$ cat src/hw/cmd_pkg.sv
// Shared constants for the host command link: command and status codes,
// field offsets, flush values and injection modes.
// Assumes little-endian codes and lengths on a byte-wide stream.
package cmd_pkg;
  localparam logic [15:0] CMD_BOOT_FLASH   = 16'h0006;
  localparam logic [15:0] CMD_INJECT_MODE  = 16'h0007;
  localparam logic [15:0] CMD_INJECT_DATA  = 16'h0008;
  localparam logic [15:0] CMD_FIFO_FLUSH   = 16'h0009;
  localparam logic [15:0] STS_INJ_CFG_REQ  = 16'h0004;
  localparam logic [15:0] LEN_BOOT_FLASH   = 16'h0000;
  localparam logic [15:0] LEN_INJECT_MODE  = 16'h0004;
  localparam logic [15:0] LEN_FIFO_FLUSH   = 16'h0004;
  localparam logic [15:0] LEN_INJ_CFG_REQ  = 16'h0008;
  localparam logic [15:0] LEN_INJECT_MAX   = 16'h007C;
  localparam logic [7:0]  OFS_PAYLOAD      = 8'h04;
  localparam logic [7:0]  OFS_SENSOR_ID    = 8'h08;
  localparam logic [7:0]  OFS_CFG_END      = 8'h0B;
  localparam logic [1:0]  WORD_ALIGN_MASK  = 2'h3;
  localparam logic [7:0]  MODE_NORMAL      = 8'h00;
  localparam logic [7:0]  MODE_REALTIME    = 8'h01;
  localparam logic [7:0]  MODE_STEP        = 8'h02;
  localparam logic [7:0]  FL_SEND_ALL      = 8'hFF;
  localparam logic [7:0]  FL_DROP_ALL      = 8'hFE;
  localparam logic [7:0]  FL_SEND_WAKE     = 8'hFD;
  localparam logic [7:0]  FL_SEND_NWAKE    = 8'hFC;
  localparam logic [7:0]  FL_DROP_WAKE     = 8'hFB;
  localparam logic [7:0]  FL_DROP_NWAKE    = 8'hFA;
  localparam logic [7:0]  FL_DROP_DEBUG    = 8'hF9;
endpackage

$ cat src/hw/cmd_link_if.sv
// Byte-wide link between the host end and the device's command port.
// Two streams: commands host to device, status bytes device to host.
`timescale 1ns/1ps
interface cmd_link_if;
  logic [7:0] cmd_data;
  logic       cmd_valid;
  logic       cmd_ready;
  logic [7:0] sts_data;
  logic       sts_valid;
  logic       sts_ready;
  logic       host_irq_out;
  modport dev (input cmd_data, cmd_valid, sts_ready, output cmd_ready, sts_data, sts_valid, host_irq_out);
  modport host (output cmd_data, cmd_valid, sts_ready, input cmd_ready, sts_data, sts_valid, host_irq_out);
endinterface

$ cat src/hw/cmd_device.sv
// Device end: parses command packets, keeps boot, injection and flush state,
// and sends injected sensor configuration requests as status packets.
// Assumes the host keeps to whole 4-byte words and valid length fields.
`timescale 1ns/1ps
module cmd_device import cmd_pkg::*; (
  // Clock and reset
  input  wire logic        clk,
  input  wire logic        reset_n,
  // Reset cause and straps
  input  wire logic        host_port_reset,
  input  wire logic        host_boot_strap,
  input  wire logic        image_valid,
  // Link
  cmd_link_if.dev          link,
  // Sensor configuration request from the fusion core
  input  wire logic        cfg_req_valid,
  input  wire logic [31:0] cfg_req_rate,
  input  wire logic [7:0]  cfg_req_sensor,
  output logic             cfg_req_ready,
  // FIFO side
  input  wire logic        wake_avail,
  input  wire logic        nwake_avail,
  input  wire logic        fifo_irq_cond,
  output logic             boot_flash_go,
  output logic [1:0]       inject_mode,
  output logic [1:0]       send_fifo,
  output logic [2:0]       drop_fifo,
  output logic [1:0]       flush_done_evt,
  output logic             xfer_cancel,
  output logic             inject_valid,
  output logic [7:0]       inject_byte,
  input  wire logic        inject_ready
);
  typedef enum logic [1:0] {P_CODE = 2'b00, P_LEN = 2'b01, P_BODY = 2'b11} parse_e;
  parse_e      st_q;
  logic [15:0] code_q;
  logic [15:0] len_q;
  logic [15:0] cnt_q;
  logic        hp_sync1_q, hp_sync2_q, strap_s1_q, strap_s2_q;
  logic [1:0]  settle_q;
  logic        boot_armed_q;
  logic        send_pend_q;
  logic [7:0]  cfg_buf_q [0:11];
  logic [3:0]  tx_idx_q;
  logic        tx_busy_q;
  logic        cmd_ready_q;

  wire take = link.cmd_valid && cmd_ready_q;
  wire last = (st_q == P_BODY) ? (cnt_q + 16'h1 == len_q) : 1'b0;
  wire done = take && ((st_q == P_LEN && cnt_q[0] && {link.cmd_data, len_q[7:0]} == 16'h0) || last);

  always_ff @(posedge clk or negedge reset_n) begin
    if (!reset_n) begin
      hp_sync1_q <= 1'b0;
      hp_sync2_q <= 1'b0;
      strap_s1_q <= 1'b0;
      strap_s2_q <= 1'b0;
      settle_q   <= 2'b00;
    end else begin
      settle_q   <= {settle_q[0], 1'b1};
      hp_sync1_q <= host_port_reset;
      hp_sync2_q <= hp_sync1_q;
      strap_s1_q <= host_boot_strap;
      strap_s2_q <= strap_s1_q;
    end
  end

  // Packet framing; inject data payload is back-pressured by the consumer
  always_ff @(posedge clk or negedge reset_n) begin
    if (!reset_n) begin
      st_q   <= P_CODE;
      code_q <= 16'h0;
      len_q  <= 16'h0;
      cnt_q  <= 16'h0;
    end else if (take) begin
      case (st_q)
        P_CODE: begin
          if (cnt_q[0]) code_q[15:8] <= link.cmd_data;
          else code_q[7:0] <= link.cmd_data;
          cnt_q <= cnt_q[0] ? 16'h0 : 16'h1;
          if (cnt_q[0]) st_q <= P_LEN;
        end
        P_LEN: begin
          if (cnt_q[0]) len_q[15:8] <= link.cmd_data;
          else len_q[7:0] <= link.cmd_data;
          cnt_q <= cnt_q[0] ? 16'h0 : 16'h1;
          if (cnt_q[0]) st_q <= ({link.cmd_data, len_q[7:0]} == 16'h0) ? P_CODE : P_BODY;
        end
        P_BODY: begin
          cnt_q <= last ? 16'h0 : cnt_q + 16'h1;
          if (last) st_q <= P_CODE;
        end
        default: st_q <= P_CODE;
      endcase
    end
  end

  always_ff @(posedge clk or negedge reset_n) begin
    if (!reset_n) cmd_ready_q <= 1'b0;
    else cmd_ready_q <= !(st_q == P_BODY && code_q == CMD_INJECT_DATA && !inject_ready);
  end
  assign link.cmd_ready = cmd_ready_q;

  always_ff @(posedge clk or negedge reset_n) begin
    if (!reset_n) begin
      inject_valid <= 1'b0;
      inject_byte  <= 8'h00;
    end else begin
      inject_valid <= take && st_q == P_BODY && code_q == CMD_INJECT_DATA && inject_mode != 2'd0;
      inject_byte  <= link.cmd_data;
    end
  end

  // Boot: decided only once cause and strap have crossed the synchronisers;
  // the cause is read once, so a lasting cause level cannot block the command
  always_ff @(posedge clk or negedge reset_n) begin
    if (!reset_n) begin
      boot_armed_q  <= 1'b1;
      boot_flash_go <= 1'b0;
    end else begin
      boot_flash_go <= 1'b0;
      if (boot_armed_q) begin
        if (settle_q[1]) begin
          boot_armed_q  <= 1'b0;
          boot_flash_go <= !hp_sync2_q && !strap_s2_q && image_valid;
        end
      end else if (done && code_q == CMD_BOOT_FLASH && st_q == P_LEN)
        boot_flash_go <= !strap_s2_q && image_valid;
    end
  end

  always_ff @(posedge clk or negedge reset_n) begin
    if (!reset_n) inject_mode <= 2'd0;
    else if (take && st_q == P_BODY && code_q == CMD_INJECT_MODE && cnt_q == 16'h0 &&
             link.cmd_data <= MODE_STEP) inject_mode <= link.cmd_data[1:0];
  end

  // Flush decode
  always_ff @(posedge clk or negedge reset_n) begin
    if (!reset_n) begin
      send_fifo      <= 2'b00;
      drop_fifo      <= 3'b000;
      flush_done_evt <= 2'b00;
      xfer_cancel    <= 1'b0;
      send_pend_q    <= 1'b0;
    end else begin
      send_fifo      <= 2'b00;
      drop_fifo      <= 3'b000;
      flush_done_evt <= 2'b00;
      xfer_cancel    <= 1'b0;
      if (take && st_q == P_BODY && code_q == CMD_FIFO_FLUSH && cnt_q == 16'h0) begin
        case (link.cmd_data)
          FL_SEND_ALL:   begin send_fifo <= 2'b11; flush_done_evt <= 2'b11; end
          FL_SEND_WAKE:  begin send_fifo <= 2'b01; flush_done_evt <= 2'b01; end
          FL_SEND_NWAKE: begin send_fifo <= 2'b10; flush_done_evt <= 2'b10; end
          FL_DROP_ALL:   begin drop_fifo <= 3'b111; xfer_cancel <= 1'b1; end
          FL_DROP_WAKE:  begin drop_fifo <= 3'b001; xfer_cancel <= 1'b1; end
          FL_DROP_NWAKE: begin drop_fifo <= 3'b010; xfer_cancel <= 1'b1; end
          FL_DROP_DEBUG: begin drop_fifo <= 3'b100; xfer_cancel <= 1'b1; end
          default: ;
        endcase
        if (link.cmd_data inside {FL_SEND_ALL, FL_SEND_WAKE, FL_SEND_NWAKE}) send_pend_q <= 1'b1;
      end else if (!wake_avail && !nwake_avail) send_pend_q <= 1'b0;
    end
  end

  always_ff @(posedge clk or negedge reset_n) begin
    if (!reset_n) link.host_irq_out <= 1'b0;
    else link.host_irq_out <= (send_pend_q && (wake_avail || nwake_avail)) || fifo_irq_cond;
  end

  // Status packet: 12 bytes buffered, so a host stall loses nothing
  always_ff @(posedge clk or negedge reset_n) begin
    if (!reset_n) begin
      tx_busy_q     <= 1'b0;
      tx_idx_q      <= 4'h0;
      cfg_req_ready <= 1'b0;
      for (int i = 0; i < 12; i++) cfg_buf_q[i] <= 8'h00;
    end else begin
      cfg_req_ready <= 1'b0;
      if (!tx_busy_q && cfg_req_valid && !cfg_req_ready && inject_mode != 2'd0) begin
        cfg_buf_q[0]  <= STS_INJ_CFG_REQ[7:0];
        cfg_buf_q[1]  <= STS_INJ_CFG_REQ[15:8];
        cfg_buf_q[2]  <= LEN_INJ_CFG_REQ[7:0];
        cfg_buf_q[3]  <= LEN_INJ_CFG_REQ[15:8];
        for (int i = 0; i < 4; i++) cfg_buf_q[4 + i] <= cfg_req_rate[8 * i +: 8];
        cfg_buf_q[OFS_SENSOR_ID[3:0]] <= cfg_req_sensor;
        for (int i = 9; i < 12; i++) cfg_buf_q[i] <= 8'h00;
        tx_busy_q     <= 1'b1;
        tx_idx_q      <= 4'h0;
        cfg_req_ready <= 1'b1;
      end else if (tx_busy_q && link.sts_ready) begin
        tx_idx_q <= tx_idx_q + 4'h1;
        if (tx_idx_q == OFS_CFG_END[3:0]) tx_busy_q <= 1'b0;
      end
    end
  end
  // Each byte stays on the link until the host takes it
  assign link.sts_valid = tx_busy_q;
  assign link.sts_data  = cfg_buf_q[tx_idx_q];
endmodule // cmd_device

$ cat src/flat_wrapper.sv
// flat-port wrapper written by rule: the top's interface ports become plain ports
module cmd_device_flat import cmd_pkg::*;
  (clk, reset_n, host_port_reset, host_boot_strap, image_valid, cfg_req_valid, cfg_req_rate, cfg_req_sensor, cfg_req_ready, wake_avail, nwake_avail, fifo_irq_cond, boot_flash_go, inject_mode, send_fifo, drop_fifo, flush_done_evt, xfer_cancel, inject_valid, inject_byte, inject_ready, link_cmd_data, link_cmd_valid, link_sts_ready, link_cmd_ready, link_sts_data, link_sts_valid, link_host_irq_out);
  cmd_link_if link_i ();
  input  wire logic clk;
  input  wire logic reset_n;
  input  wire logic host_port_reset;
  input  wire logic host_boot_strap;
  input  wire logic image_valid;
  input  wire logic cfg_req_valid;
  input  wire logic [31:0] cfg_req_rate;
  input  wire logic [7:0] cfg_req_sensor;
  output logic cfg_req_ready;
  input  wire logic wake_avail;
  input  wire logic nwake_avail;
  input  wire logic fifo_irq_cond;
  output logic boot_flash_go;
  output logic [1:0] inject_mode;
  output logic [1:0] send_fifo;
  output logic [2:0] drop_fifo;
  output logic [1:0] flush_done_evt;
  output logic xfer_cancel;
  output logic inject_valid;
  output logic [7:0] inject_byte;
  input  wire logic inject_ready;
  input wire logic [$bits(link_i.cmd_data)-1:0] link_cmd_data;
  input wire logic [$bits(link_i.cmd_valid)-1:0] link_cmd_valid;
  input wire logic [$bits(link_i.sts_ready)-1:0] link_sts_ready;
  output wire logic [$bits(link_i.cmd_ready)-1:0] link_cmd_ready;
  output wire logic [$bits(link_i.sts_data)-1:0] link_sts_data;
  output wire logic [$bits(link_i.sts_valid)-1:0] link_sts_valid;
  output wire logic [$bits(link_i.host_irq_out)-1:0] link_host_irq_out;
  assign link_i.cmd_data = link_cmd_data;
  assign link_i.cmd_valid = link_cmd_valid;
  assign link_i.sts_ready = link_sts_ready;
  assign link_cmd_ready = link_i.cmd_ready;
  assign link_sts_data = link_i.sts_data;
  assign link_sts_valid = link_i.sts_valid;
  assign link_host_irq_out = link_i.host_irq_out;
  cmd_device u_core (.clk(clk), .reset_n(reset_n), .host_port_reset(host_port_reset), .host_boot_strap(host_boot_strap), .image_valid(image_valid), .link(link_i), .cfg_req_valid(cfg_req_valid), .cfg_req_rate(cfg_req_rate), .cfg_req_sensor(cfg_req_sensor), .cfg_req_ready(cfg_req_ready), .wake_avail(wake_avail), .nwake_avail(nwake_avail), .fifo_irq_cond(fifo_irq_cond), .boot_flash_go(boot_flash_go), .inject_mode(inject_mode), .send_fifo(send_fifo), .drop_fifo(drop_fifo), .flush_done_evt(flush_done_evt), .xfer_cancel(xfer_cancel), .inject_valid(inject_valid), .inject_byte(inject_byte), .inject_ready(inject_ready));
endmodule
$ cat config.mk
export PLATFORM = sky130hd
export DESIGN_NAME = cmd_device_flat
export DESIGN_NICKNAME = d
export VERILOG_FILES = /design/src/hw/cmd_pkg.sv /design/src/hw/cmd_link_if.sv /design/src/hw/cmd_device.sv /design/src/flat_wrapper.sv
export SDC_FILE = /design/constraint.sdc
export NUM_CORES = 1
export LEC_CHECK = 0
export ABC_AREA = 1
export BUFFER_PORTS_ARGS = -buffer_cell sky130_fd_sc_hd__buf_2
export CORE_MARGIN = 2
export CORE_UTILIZATION = 50
export DETAILED_ROUTE_END_ITERATION = 10
export GPL_ROUTABILITY_DRIVEN = 0
export PLACE_DENSITY = 0.83
export SLEW_MARGIN = 25
export SYNTH_ARGS = -nofsm -noshare
export SYNTH_HDL_FRONTEND = slang
export SYNTH_SLANG_ARGS = --single-unit
$ cat constraint.sdc
create_clock -name clk -period 4.4 [get_ports clk]
set_clock_uncertainty 0.05 [all_clocks]
set_input_delay 0.66 -clock clk [delete_from_list [all_inputs] [get_ports clk]]
set_output_delay 0.66 -clock clk [all_outputs]
set_load 0.005 [all_outputs]
==> results of run 1 <==
==> stage by stage <==
step	hold WS (ns)	total power, uW	util (%)	setup WS, ns	cells
5_1_grt	0.284	4110	61.6	0.784	967
4_1_cts	0.282	3880	61.6	1.08	967
3_3_place_gp	0.281	2450	56.6	1.60	935
3_5_place_dp	0.285	2490	56.6	1.53	935
2_1_floorplan	0.281	2200	-	2.39	725
6_report	0.267	3880	61.6	1.03	967
==> worst register-to-register path: stages (launching register included) <==
cell	delay (ns)
dfrtp_1	0.44
nor4_4	0.28
buf_4	0.44
clkinv_1	0.89
nand2_1	0.32
a21oi_1	0.10
==> Yosys cell counts, types with 9 or more instances <==
cell	n	area share (%)
nand4_1	16	1.7
nand3_1	42	3.5
a21oi_1	9	0.75
dfrtp_1	124	52
nor2_1	44	2.8
o21ai_0	72	6.0
o22ai_2	10	2.1
nand2_1	243	15
nor4_1	9	0.94
clkbuf_1	18	1.1
inv_1	65	4.1
o22ai_1	11	1.2
==> placed cells by master (no fill, tap or decap), types with 7 or more instances in the layout <==
cell       instances
dfrtp_1          124
nand2_1          243
nand4_1           16
o22ai_1           11
inv_1             64
a21oi_1            9
nor2_1            44
o22ai_2           10
buf_2             90
nor3_1             7
nand3_1           42
clkbuf_16         17
nor4_1             9
o21ai_0           72
==> layout make-up <==
cell class | instances | area, um2
clock buffers | 22 | 484
multi-input cells | 506 | 2460
well taps | 143 | 179
clock inverters | 10 | 101
fillers | 968 | 4420
repair buffers | 93 | 485
flip-flops and latches | 125 | 3130
inverters | 68 | 255
==> registers in the layout, indices dropped and copies added, names as in the netlist, 2 cells and up <==
signal	flops
u_core.cfg_buf_q	41
u_core.cnt_q	16
u_core.code_q	16
u_core.len_q	16
u_core.inject_byte	8
u_core.tx_idx_q	4
u_core.drop_fifo	3
u_core.inject_mode	2
u_core.send_fifo	2
u_core.settle_q	2
u_core.st_q	2
==> final timing paths <==
path / start / endpoint / depth (start not counted)
hold / removal: reset_n / u_core.inject_byte[6] / 2
setup reg to reg: u_core.link.sts_valid / u_core.tx_idx_q[0] / 5
hold reg to reg: u_core.settle_q[0] / u_core.settle_q[1] / 0
max in group asynchronous: reset_n / u_core.cnt_q[9] / 2
min in group clk: host_boot_strap / u_core.strap_s1_q / 1
setup / recovery: u_core.tx_idx_q[0] / link_sts_data[5] / 6
==> logic make-up (layout without fill, tap and decap cells) <==
group	Yosys count	in the layout	share of synthesized area, %
compound gates	111	111	11.1
other cells	1	1	0.0628
simple gates	383	383	27.7
xor+xnor	8	8	1.65
flops	125	125	52.4
buf+inv	94	193	6.51
fa+ha+maj	3	3	0.628
==> power breakdown <==
| group | internal, uW | total, uW | switching (uW) |
|---|---|---|---|
| clock network | 843 | 1370 | 526 |
| registers | 1350 | 1570 | 223 |
| logic | 354 | 935 | 581 |
| total | 2550 | 3880 | 1330 |
==> per-layer routing <==
layer	vias up	routed length [um]	track usage, %	share of wire (%)
met1	2496	6310	33.8	43
met5	-	0	0	0
li1	2542	-	-	-
met4	0	334	9.84	2.3
met2	200	6940	37.4	48
met3	26	972	5.62	6.7
==> metrics.cfg, run 1 <==
[cts]
clkTransAtPathRegs_ns=0.06
h-tree-depth=4
cts_root_buf=clkbuf_16
post_cts.resized_instances=0
clock_insertion_delay_worst_skew_ns=0.42
clock_tree.buffer_depth=2
cts-buffers-inserted=17
clock_sink_count=125
cts.repair_timing.setup_buffer_count=0
cts_tree=built
ctsHoldBuffers=0

[worst_setup_path]
delay_contributed_by_the_slowest_stage_of_the_critical_path_ns=0.77
timing_worst_setup_path_type=reg -> out
cpMaxStageDelayCell=dfrtp_1
setup.worst_path.start_class=flop
worst_case_register_to_register_setup_slack_ns=1.75
cp.arrival_ns=2.66
worst-endpoint-required_ns=3.69
worstPathMaxFanout=22
worstSetupEndpointType=primary output
crit_buf_inv=2
critical-path-top-cell-by-count=o21ai_0
crit_path_cell_trace=clkinv_1 -> o21ai_0 -> o22ai_1 -> nand3_1 -> o21ai_0 -> buf_2
path_delay_family=buffers and inverters

[global_routing]
grt_max_degree=126
grt_pass1_wl_mm=24.5
grtUsageTotal_pct=24.4
first_global_vias=4970
gr-total-overflow=0
antenna_found_initial=0

[floorplan]
die_w_um=113
io_pins=92
chipHeight_um=113
floorplan.die_area_mm2=0.0128
rows=39
design.core.area_mm2=0.0115
initial_utilization_pct=51.9

[finish]
final_area_mm2=0.00710
layout-drive-gt1-share_pct=18.7
syn_to_final_growth_pct=18.8
final_nets=874
num_antenna_cells=0

[synthesis]
synth_warnings=0
synth_nets=788
ys_ff_latch=125
count_of_cell_types_in_the_netlist=44
ys_seq_area_share_pct=52.4
synth_enable_flop_cells=0
mean_post_synth_cell_area_um2=8.24
ys.flop_type=dfrtp_1
async_reset_ff_share_pct=100
synth_area_mm2=0.00597
syn_inst=725

[timing]
slew_headroom_pct=36.7
max_clock_freq_mhz=296
max_slew.worst_pin.slew_ns=0.941
final_min_period_ns=3.37
setup-violations-final=0
fin_crit_sh_pct=76.7
finalHoldViolations=0
number_of_max_slew_violations_in_the_final_report=0
grt_setup_unrepaired=false
fin_tns_setup_ns=0

[power_and_ir_drop]
power.density_cell_area_mw_per_mm2=546
vdd.ir_drop.worst_mv=0.277
total_leakage_power_uw=0.00350

[status]
status=complete, no violations

[routing]
route.detailed.wl_per_inst_um=15.1
drt_first_iter_violations=507
detail_route.drc_violations=0
vias=5264
wl_mm=14.6
drt_first_pass_iters=7
ant_nets=0
route.detailed.vias_per_inst=5.44

[place]
total_half_perimeter_wirelength_after_legalization_and_detailed_placement_mm=9.97
io_buffer_count=91
placed_cell_area_mm2=0.00651

[worst_hold_path]
worstHoldPathType=in -> async

[flow_run]
cap_violations=0

Note: power is estimated with default switching activity, not from simulation.
==> run 2, diff against run 1 <==
--- a/config.mk
+++ b/config.mk
@@ -11,7 +11,7 @@
 export CORE_UTILIZATION = 50
 export DETAILED_ROUTE_END_ITERATION = 10
 export GPL_ROUTABILITY_DRIVEN = 0
-export PLACE_DENSITY = 0.83
+export PLACE_DENSITY = 0.85
 export SLEW_MARGIN = 25
 export SYNTH_ARGS = -nofsm -noshare
 export SYNTH_HDL_FRONTEND = slang
==> constraint.sdc (replaced) <==
create_clock -name clk -period 2.8 [get_ports clk]
set_clock_uncertainty 0.05 [all_clocks]
set_input_delay 0.42 -clock clk [delete_from_list [all_inputs] [get_ports clk]]
set_output_delay 0.42 -clock clk [all_outputs]
set_load 0.005 [all_outputs]
==> metrics.cfg, run 2 (synthesis gave the netlist of run 1 again) <==
[status]
status=complete, no violations

[finish]
num_antenna_cells=0  ; unchanged
fill_cells=980  ; +1.2%
largest_register_ff_count=41  ; unchanged
register_area_mm2=0.00313  ; unchanged
multiInputGateArea_mm2=0.00246  ; unchanged
syn_to_final_growth_pct=19.5
layout-drive-gt1-share_pct=19.2  ; +0.54 points
max_flop_register=u_core.cfg_buf_q
final_cell_mix=nand2_1 (243), dfrtp_1 (124), buf_2 (90), o21ai_0 (72), inv_1 (65)
final_nets=882  ; +0.92%
mostFrequentLayoutCell=nand2_1

[place]
total_half_perimeter_wirelength_after_legalization_and_detailed_placement_mm=10.4  ; +4.0%
preCtsSetupSlack_ns=0.419  ; -1.11 ns
io_buffer_count=91  ; unchanged

[routing]
route.detailed.wl_per_inst_um=15.0  ; -0.43%
detail_route.drc_violations=0  ; unchanged
ant_nets=0  ; unchanged
drt_first_iter_violations=439  ; -13%
wl_mm=14.6  ; +0.39%
vias=5316  ; +0.99%
route.detailed.vias_per_inst=5.45  ; +0.16%
drt_first_pass_iters=5  ; -2

[timing]
final.setup.worst_slack_ns=0.276  ; -0.751 ns
finalHoldViolations=0  ; unchanged
grt_setup_unrepaired=false
number_of_max_slew_violations_in_the_final_report=0  ; unchanged
fin_tns_setup_ns=0  ; unchanged
slew_headroom_pct=49.6  ; +13 points
setup-violations-final=0  ; unchanged
fin_crit_sh_pct=90.1
final_min_period_ns=2.52
max_clock_freq_mhz=396
max_slew.worst_pin.slew_ns=0.748  ; -0.193 ns

[global_routing]
grt_max_degree=50  ; -60%
antenna_found_initial=0  ; unchanged
gr-total-overflow=0  ; unchanged
grt_pass1_wl_mm=24.1  ; -1.5%
first_global_vias=5008  ; +0.76%
grtUsageTotal_pct=24.0  ; -0.36 points

[cts]
cts_tree=built
cts-buffers-inserted=17  ; unchanged
clock_sink_count=125  ; unchanged
cts_root_buf=clkbuf_16
post_cts.resized_instances=0  ; unchanged
clock_tree.buffer_depth=2  ; unchanged
h-tree-depth=4  ; unchanged
clkTransAtPathRegs_ns=0.06  ; about the same
clock_insertion_delay_worst_skew_ns=0.42  ; about the same

[floorplan]
chipHeight_um=113  ; unchanged
die_w_um=113  ; unchanged
io_pins=92  ; unchanged
initial_utilization_pct=51.9  ; unchanged
floorplan.die_area_mm2=0.0128  ; unchanged
rows=39  ; unchanged
design.core.area_mm2=0.0115  ; unchanged

[worst_setup_path]
crit_buf_inv=2  ; unchanged
critical-path-top-cell-by-count=o21ai_0
timing_worst_setup_path_type=reg -> out
worst-endpoint-required_ns=2.33  ; -1.36 ns
worstSetupEndpointType=primary output
worstPathMaxFanout=12  ; -45%
cpMaxStageDelayCell=dfrtp_1
cp.arrival_ns=2.05  ; -0.61 ns
crit_path_cell_trace=inv_1 -> o21ai_0 -> o22ai_1 -> nand3_1 -> o21ai_0 -> buf_2
setup.worst_path.start_class=flop
path_delay_family=compound AO/OA/AOI/OAI gates
delay_contributed_by_the_slowest_stage_of_the_critical_path_ns=0.51  ; -0.26 ns

[power_and_ir_drop]
vdd.ir_drop.worst_mv=0.539  ; +95%
total_leakage_power_uw=0.00352  ; +0.51%
power.density_cell_area_mw_per_mm2=844  ; +55%

[worst_hold_path]
worstHoldPathType=in -> reg

[flow_run]
cap_violations=0  ; unchanged

## run 2: cell types whose count changed in the layout (fill, tap and decap cells not counted), moves of 2 or more
cell,previous run,this run
inv_6,4,2
clkinvlp_4,3,6
buf_4,2,9
clkbuf_8,4,1
## run 2: timing repair
action                                 in CTS  in global routing
hold buffers                                1                  0
endpoints found under the hold margin      30                  0
setup buffers                               0                  0
## run 2: final timing paths
kind / slack [ns] / cells past startpoint / endpoint / from
worst min register to register: 0.30 / 0 / u_core.hp_sync2_q / u_core.hp_sync1_q
worst max register to register: 0.36 / 14 / u_core.st_q[0] / u_core.cnt_q[0]
max in group asynchronous: 1.56 / 3 / u_core.cfg_buf_q[28] / reset_n
worst max-delay path: 0.28 / 6 / link_sts_data[5] / u_core.tx_idx_q[1]
worst min-delay path: 0.06 / 1 / u_core.hp_sync1_q / host_port_reset
min in group asynchronous: 0.43 / 2 / u_core.inject_byte[7] / reset_n
## run 2: report_power, final
| part | switching [uW] | leakage [uW] | internal [uW] |
|---|---|---|---|
| combinational | 952 | 0.00169 | 571 |
| clock | 818 | 0.000255 | 1250 |
| sequential | 314 | 0.00158 | 2120 |
| total | 2080 | 0.00352 | 3940 |
## run 2: through the flow
stage	instances	hold slack, ns	area [um2]	total power [uW]	util [%]
3_5_place_dp	942	0.285	6570	3950	57.0
2_1_floorplan	725	0.0744	5970	3450	-
4_1_cts	975	0.0393	7140	6030	62.0
3_3_place_gp	942	0.281	6570	3890	57.0
5_1_grt	975	0.0505	7140	6370	62.0
6_report	975	0.0559	7140	6030	62.0
## run 2: layout make-up
type | instances | area share, %
repair buffers | 101 | 7.68
flip-flops and latches | 125 | 43.8
inverters | 68 | 3.58
clock buffers | 20 | 6.26
clock inverters | 12 | 1.61
well taps | 143 | 2.51
multi-input cells | 506 | 34.5
## run 2: metal layers
metal | GRT usage [%] | wire length [um] | up-vias
met5 | 0 | 0 | -
met4 | 10.9 | 399 | 0
met3 | 5.68 | 875 | 31
met2 | 39.0 | 7110 | 205
met1 | 30.8 | 6230 | 2519
li1 | - | - | 2561
==> run 3, diff against run 2 <==
--- a/config.mk
+++ b/config.mk
@@ -7,11 +7,13 @@
 export LEC_CHECK = 0
 export ABC_AREA = 1
 export BUFFER_PORTS_ARGS = -buffer_cell sky130_fd_sc_hd__buf_2
+export CELL_PAD_IN_SITES_DETAIL_PLACEMENT = 1
+export CELL_PAD_IN_SITES_GLOBAL_PLACEMENT = 2
 export CORE_MARGIN = 2
-export CORE_UTILIZATION = 50
+export CORE_UTILIZATION = 30
 export DETAILED_ROUTE_END_ITERATION = 10
 export GPL_ROUTABILITY_DRIVEN = 0
-export PLACE_DENSITY = 0.85
+export PLACE_DENSITY = 0.86
 export SLEW_MARGIN = 25
 export SYNTH_ARGS = -nofsm -noshare
 export SYNTH_HDL_FRONTEND = slang
==> metrics.cfg, run 3 (synthesis gave the netlist of run 1 again) <==
[status]
status=complete, but fails checks
violations=negative hold slack

[cts]
h-tree-depth=4  ; unchanged
clock_tree.buffer_depth=2  ; unchanged
ctsHoldBuffers=0  ; -1
cts_tree=built
clock_insertion_delay_worst_skew_ns=0.42  ; about the same
cts_root_buf=clkbuf_16
clock_sink_count=125  ; unchanged
clkTransAtPathRegs_ns=0.06  ; about the same
cts-buffers-inserted=17  ; unchanged

[global_routing]
grtUsageTotal_pct=17.1  ; -6.9 points
gr-total-overflow=0  ; unchanged
grt_max_degree=126  ; +150%
antenna_found_initial=1  ; +1
first_global_vias=5565  ; +11%
grt_pass1_wl_mm=28.8  ; +19%

[floorplan]
die_w_um=145  ; +28%
rows=51  ; +31%
io_pins=92  ; unchanged
design.core.area_mm2=0.0195  ; +70%
floorplan.die_area_mm2=0.0211  ; +64%
chipHeight_um=145  ; +28%
initial_utilization_pct=30.6  ; -21 points

[finish]
final_cell_mix=nand2_1 (243), dfrtp_1 (124), buf_2 (90), o21ai_0 (72), inv_1 (64)
multiInputGateArea_mm2=0.00246  ; unchanged
largest_register_ff_count=41  ; unchanged
final_nets=880  ; -0.23%
syn_to_final_growth_pct=23.0
mostFrequentLayoutCell=nand2_1
fill_cells=2418  ; +150%
register_area_mm2=0.00313  ; unchanged
layout-drive-gt1-share_pct=19.4  ; +0.17 points
max_flop_register=u_core.cfg_buf_q

[routing]
ant_nets=0  ; unchanged
wl_mm=17.3  ; +18%
drt_first_iter_violations=306  ; -30%
route.detailed.vias_per_inst=4.78  ; -12%
route.detailed.wl_per_inst_um=15.8  ; +5.2%
drt_first_pass_iters=4  ; -1
detail_route.drc_violations=0  ; unchanged
vias=5236  ; -1.5%

[timing]
fin_crit_sh_pct=93.4  ; +3.2 points
fin_tns_setup_ns=0  ; unchanged
final_min_period_ns=2.61  ; +0.0900 ns
slew_headroom_pct=46.2  ; -3.4 points
grt_setup_unrepaired=false
number_of_max_slew_violations_in_the_final_report=0  ; unchanged
max_slew.worst_pin.slew_ns=0.799  ; +0.0511 ns
max_clock_freq_mhz=383  ; -3.4%
setup-violations-final=0  ; unchanged
final.setup.worst_slack_ns=0.186  ; -0.0900 ns
finalHoldViolations=4  ; +4
hold_ws_ns=-0.0221  ; -0.0780 ns

[worst_setup_path]
crit_path_cell_trace=clkinv_1 -> o21ai_0 -> o22ai_1 -> nand3_1 -> o21ai_0 -> buf_2
timing_worst_setup_path_type=reg -> out
worst-endpoint-required_ns=2.33  ; about the same
critical-path-top-cell-by-count=o21ai_0
worstSetupEndpointType=primary output
setup.worst_path.start_class=flop
worstPathMaxFanout=18  ; +6
cpMaxStageDelayCell=clkinv_1
cp.arrival_ns=2.14  ; +0.09 ns
delay_contributed_by_the_slowest_stage_of_the_critical_path_ns=0.46  ; -0.05 ns

[worst_hold_path]
worstHoldPathType=in -> async

[power_and_ir_drop]
vdd.ir_drop.worst_mv=0.470  ; -13%
total_leakage_power_uw=0.00356  ; +1.1%
power.density_cell_area_mw_per_mm2=873  ; +3.5%

[flow_run]
cap_violations=0  ; unchanged

[place]
io_buffer_count=91  ; unchanged
total_half_perimeter_wirelength_after_legalization_and_detailed_placement_mm=12.1  ; +17%
preCtsSetupSlack_ns=0.297  ; -0.122 ns

## run 3: final timing paths
kind	start	end	slack (ns)	depth (start not counted)
setup / recovery	u_core.tx_idx_q[0]	link_sts_data[0]	0.19	6
hold reg to reg	u_core.hp_sync1_q	u_core.hp_sync2_q	0.30	0
setup reg to reg	u_core.cnt_q[0]	u_core.st_q[1]	0.27	14
hold / removal	reset_n	u_core.cnt_q[7]	-0.02	2
min in group clk	host_port_reset	u_core.hp_sync1_q	0.06	1
max in group asynchronous	reset_n	u_core.cfg_buf_q[37]	2.08	2
## run 3: per-stage QoR
step	std cells	power [uW]	utilization (%)	instance area [um2]	hold slack [ns]
2_1_floorplan	725	3450	-	5970	0.0744
3_3_place_gp	1062	4010	34.3	6700	0.284
3_5_place_dp	1062	4050	34.3	6700	0.291
4_1_cts	1094	6470	37.6	7340	0.0485
5_1_grt	1095	6820	37.6	7350	0.0487
6_report	1096	6420	37.6	7350	-0.0221
## run 3: final cells by class
class,count,area share [%]
inverters,68,3.52
diodes,1,0.0340
clock buffers,19,6.03
clock inverters,13,2.59
repair buffers,99,7.22
flip-flops and latches,125,42.6
multi-input cells,506,33.5
well taps,265,4.51
## run 3: critical path: cells and delay by family, from the launching register on
family	cells	cell delay [ns]
buffers and inverters	2	0.62
DFF	1	0.35
AOI/OAI and AO/OA	3	0.66
and+or+nand+nor	1	0.10
## run 3: repair_timing
item | 4_1_cts | 5_1_grt
buffers inserted | 0 | 1
endpoints found under the setup margin | 0 | 5
resized for setup | 0 | 1
## run 3: report_power, final
part,total (uW),switching [uW],internal (uW)
logic,1600,1020,583
clock network,2370,848,1520
registers,2450,327,2120
## run 3: routing by layer
layer  vias to the layer above  track usage [%]  share of wire, %
li1                       2552                -                 -
met5                         -                0                 0
met3                        21             4.06               4.0
met1                      2565             21.6                46
met2                        98             29.2                48
met4                         0             5.10               1.8
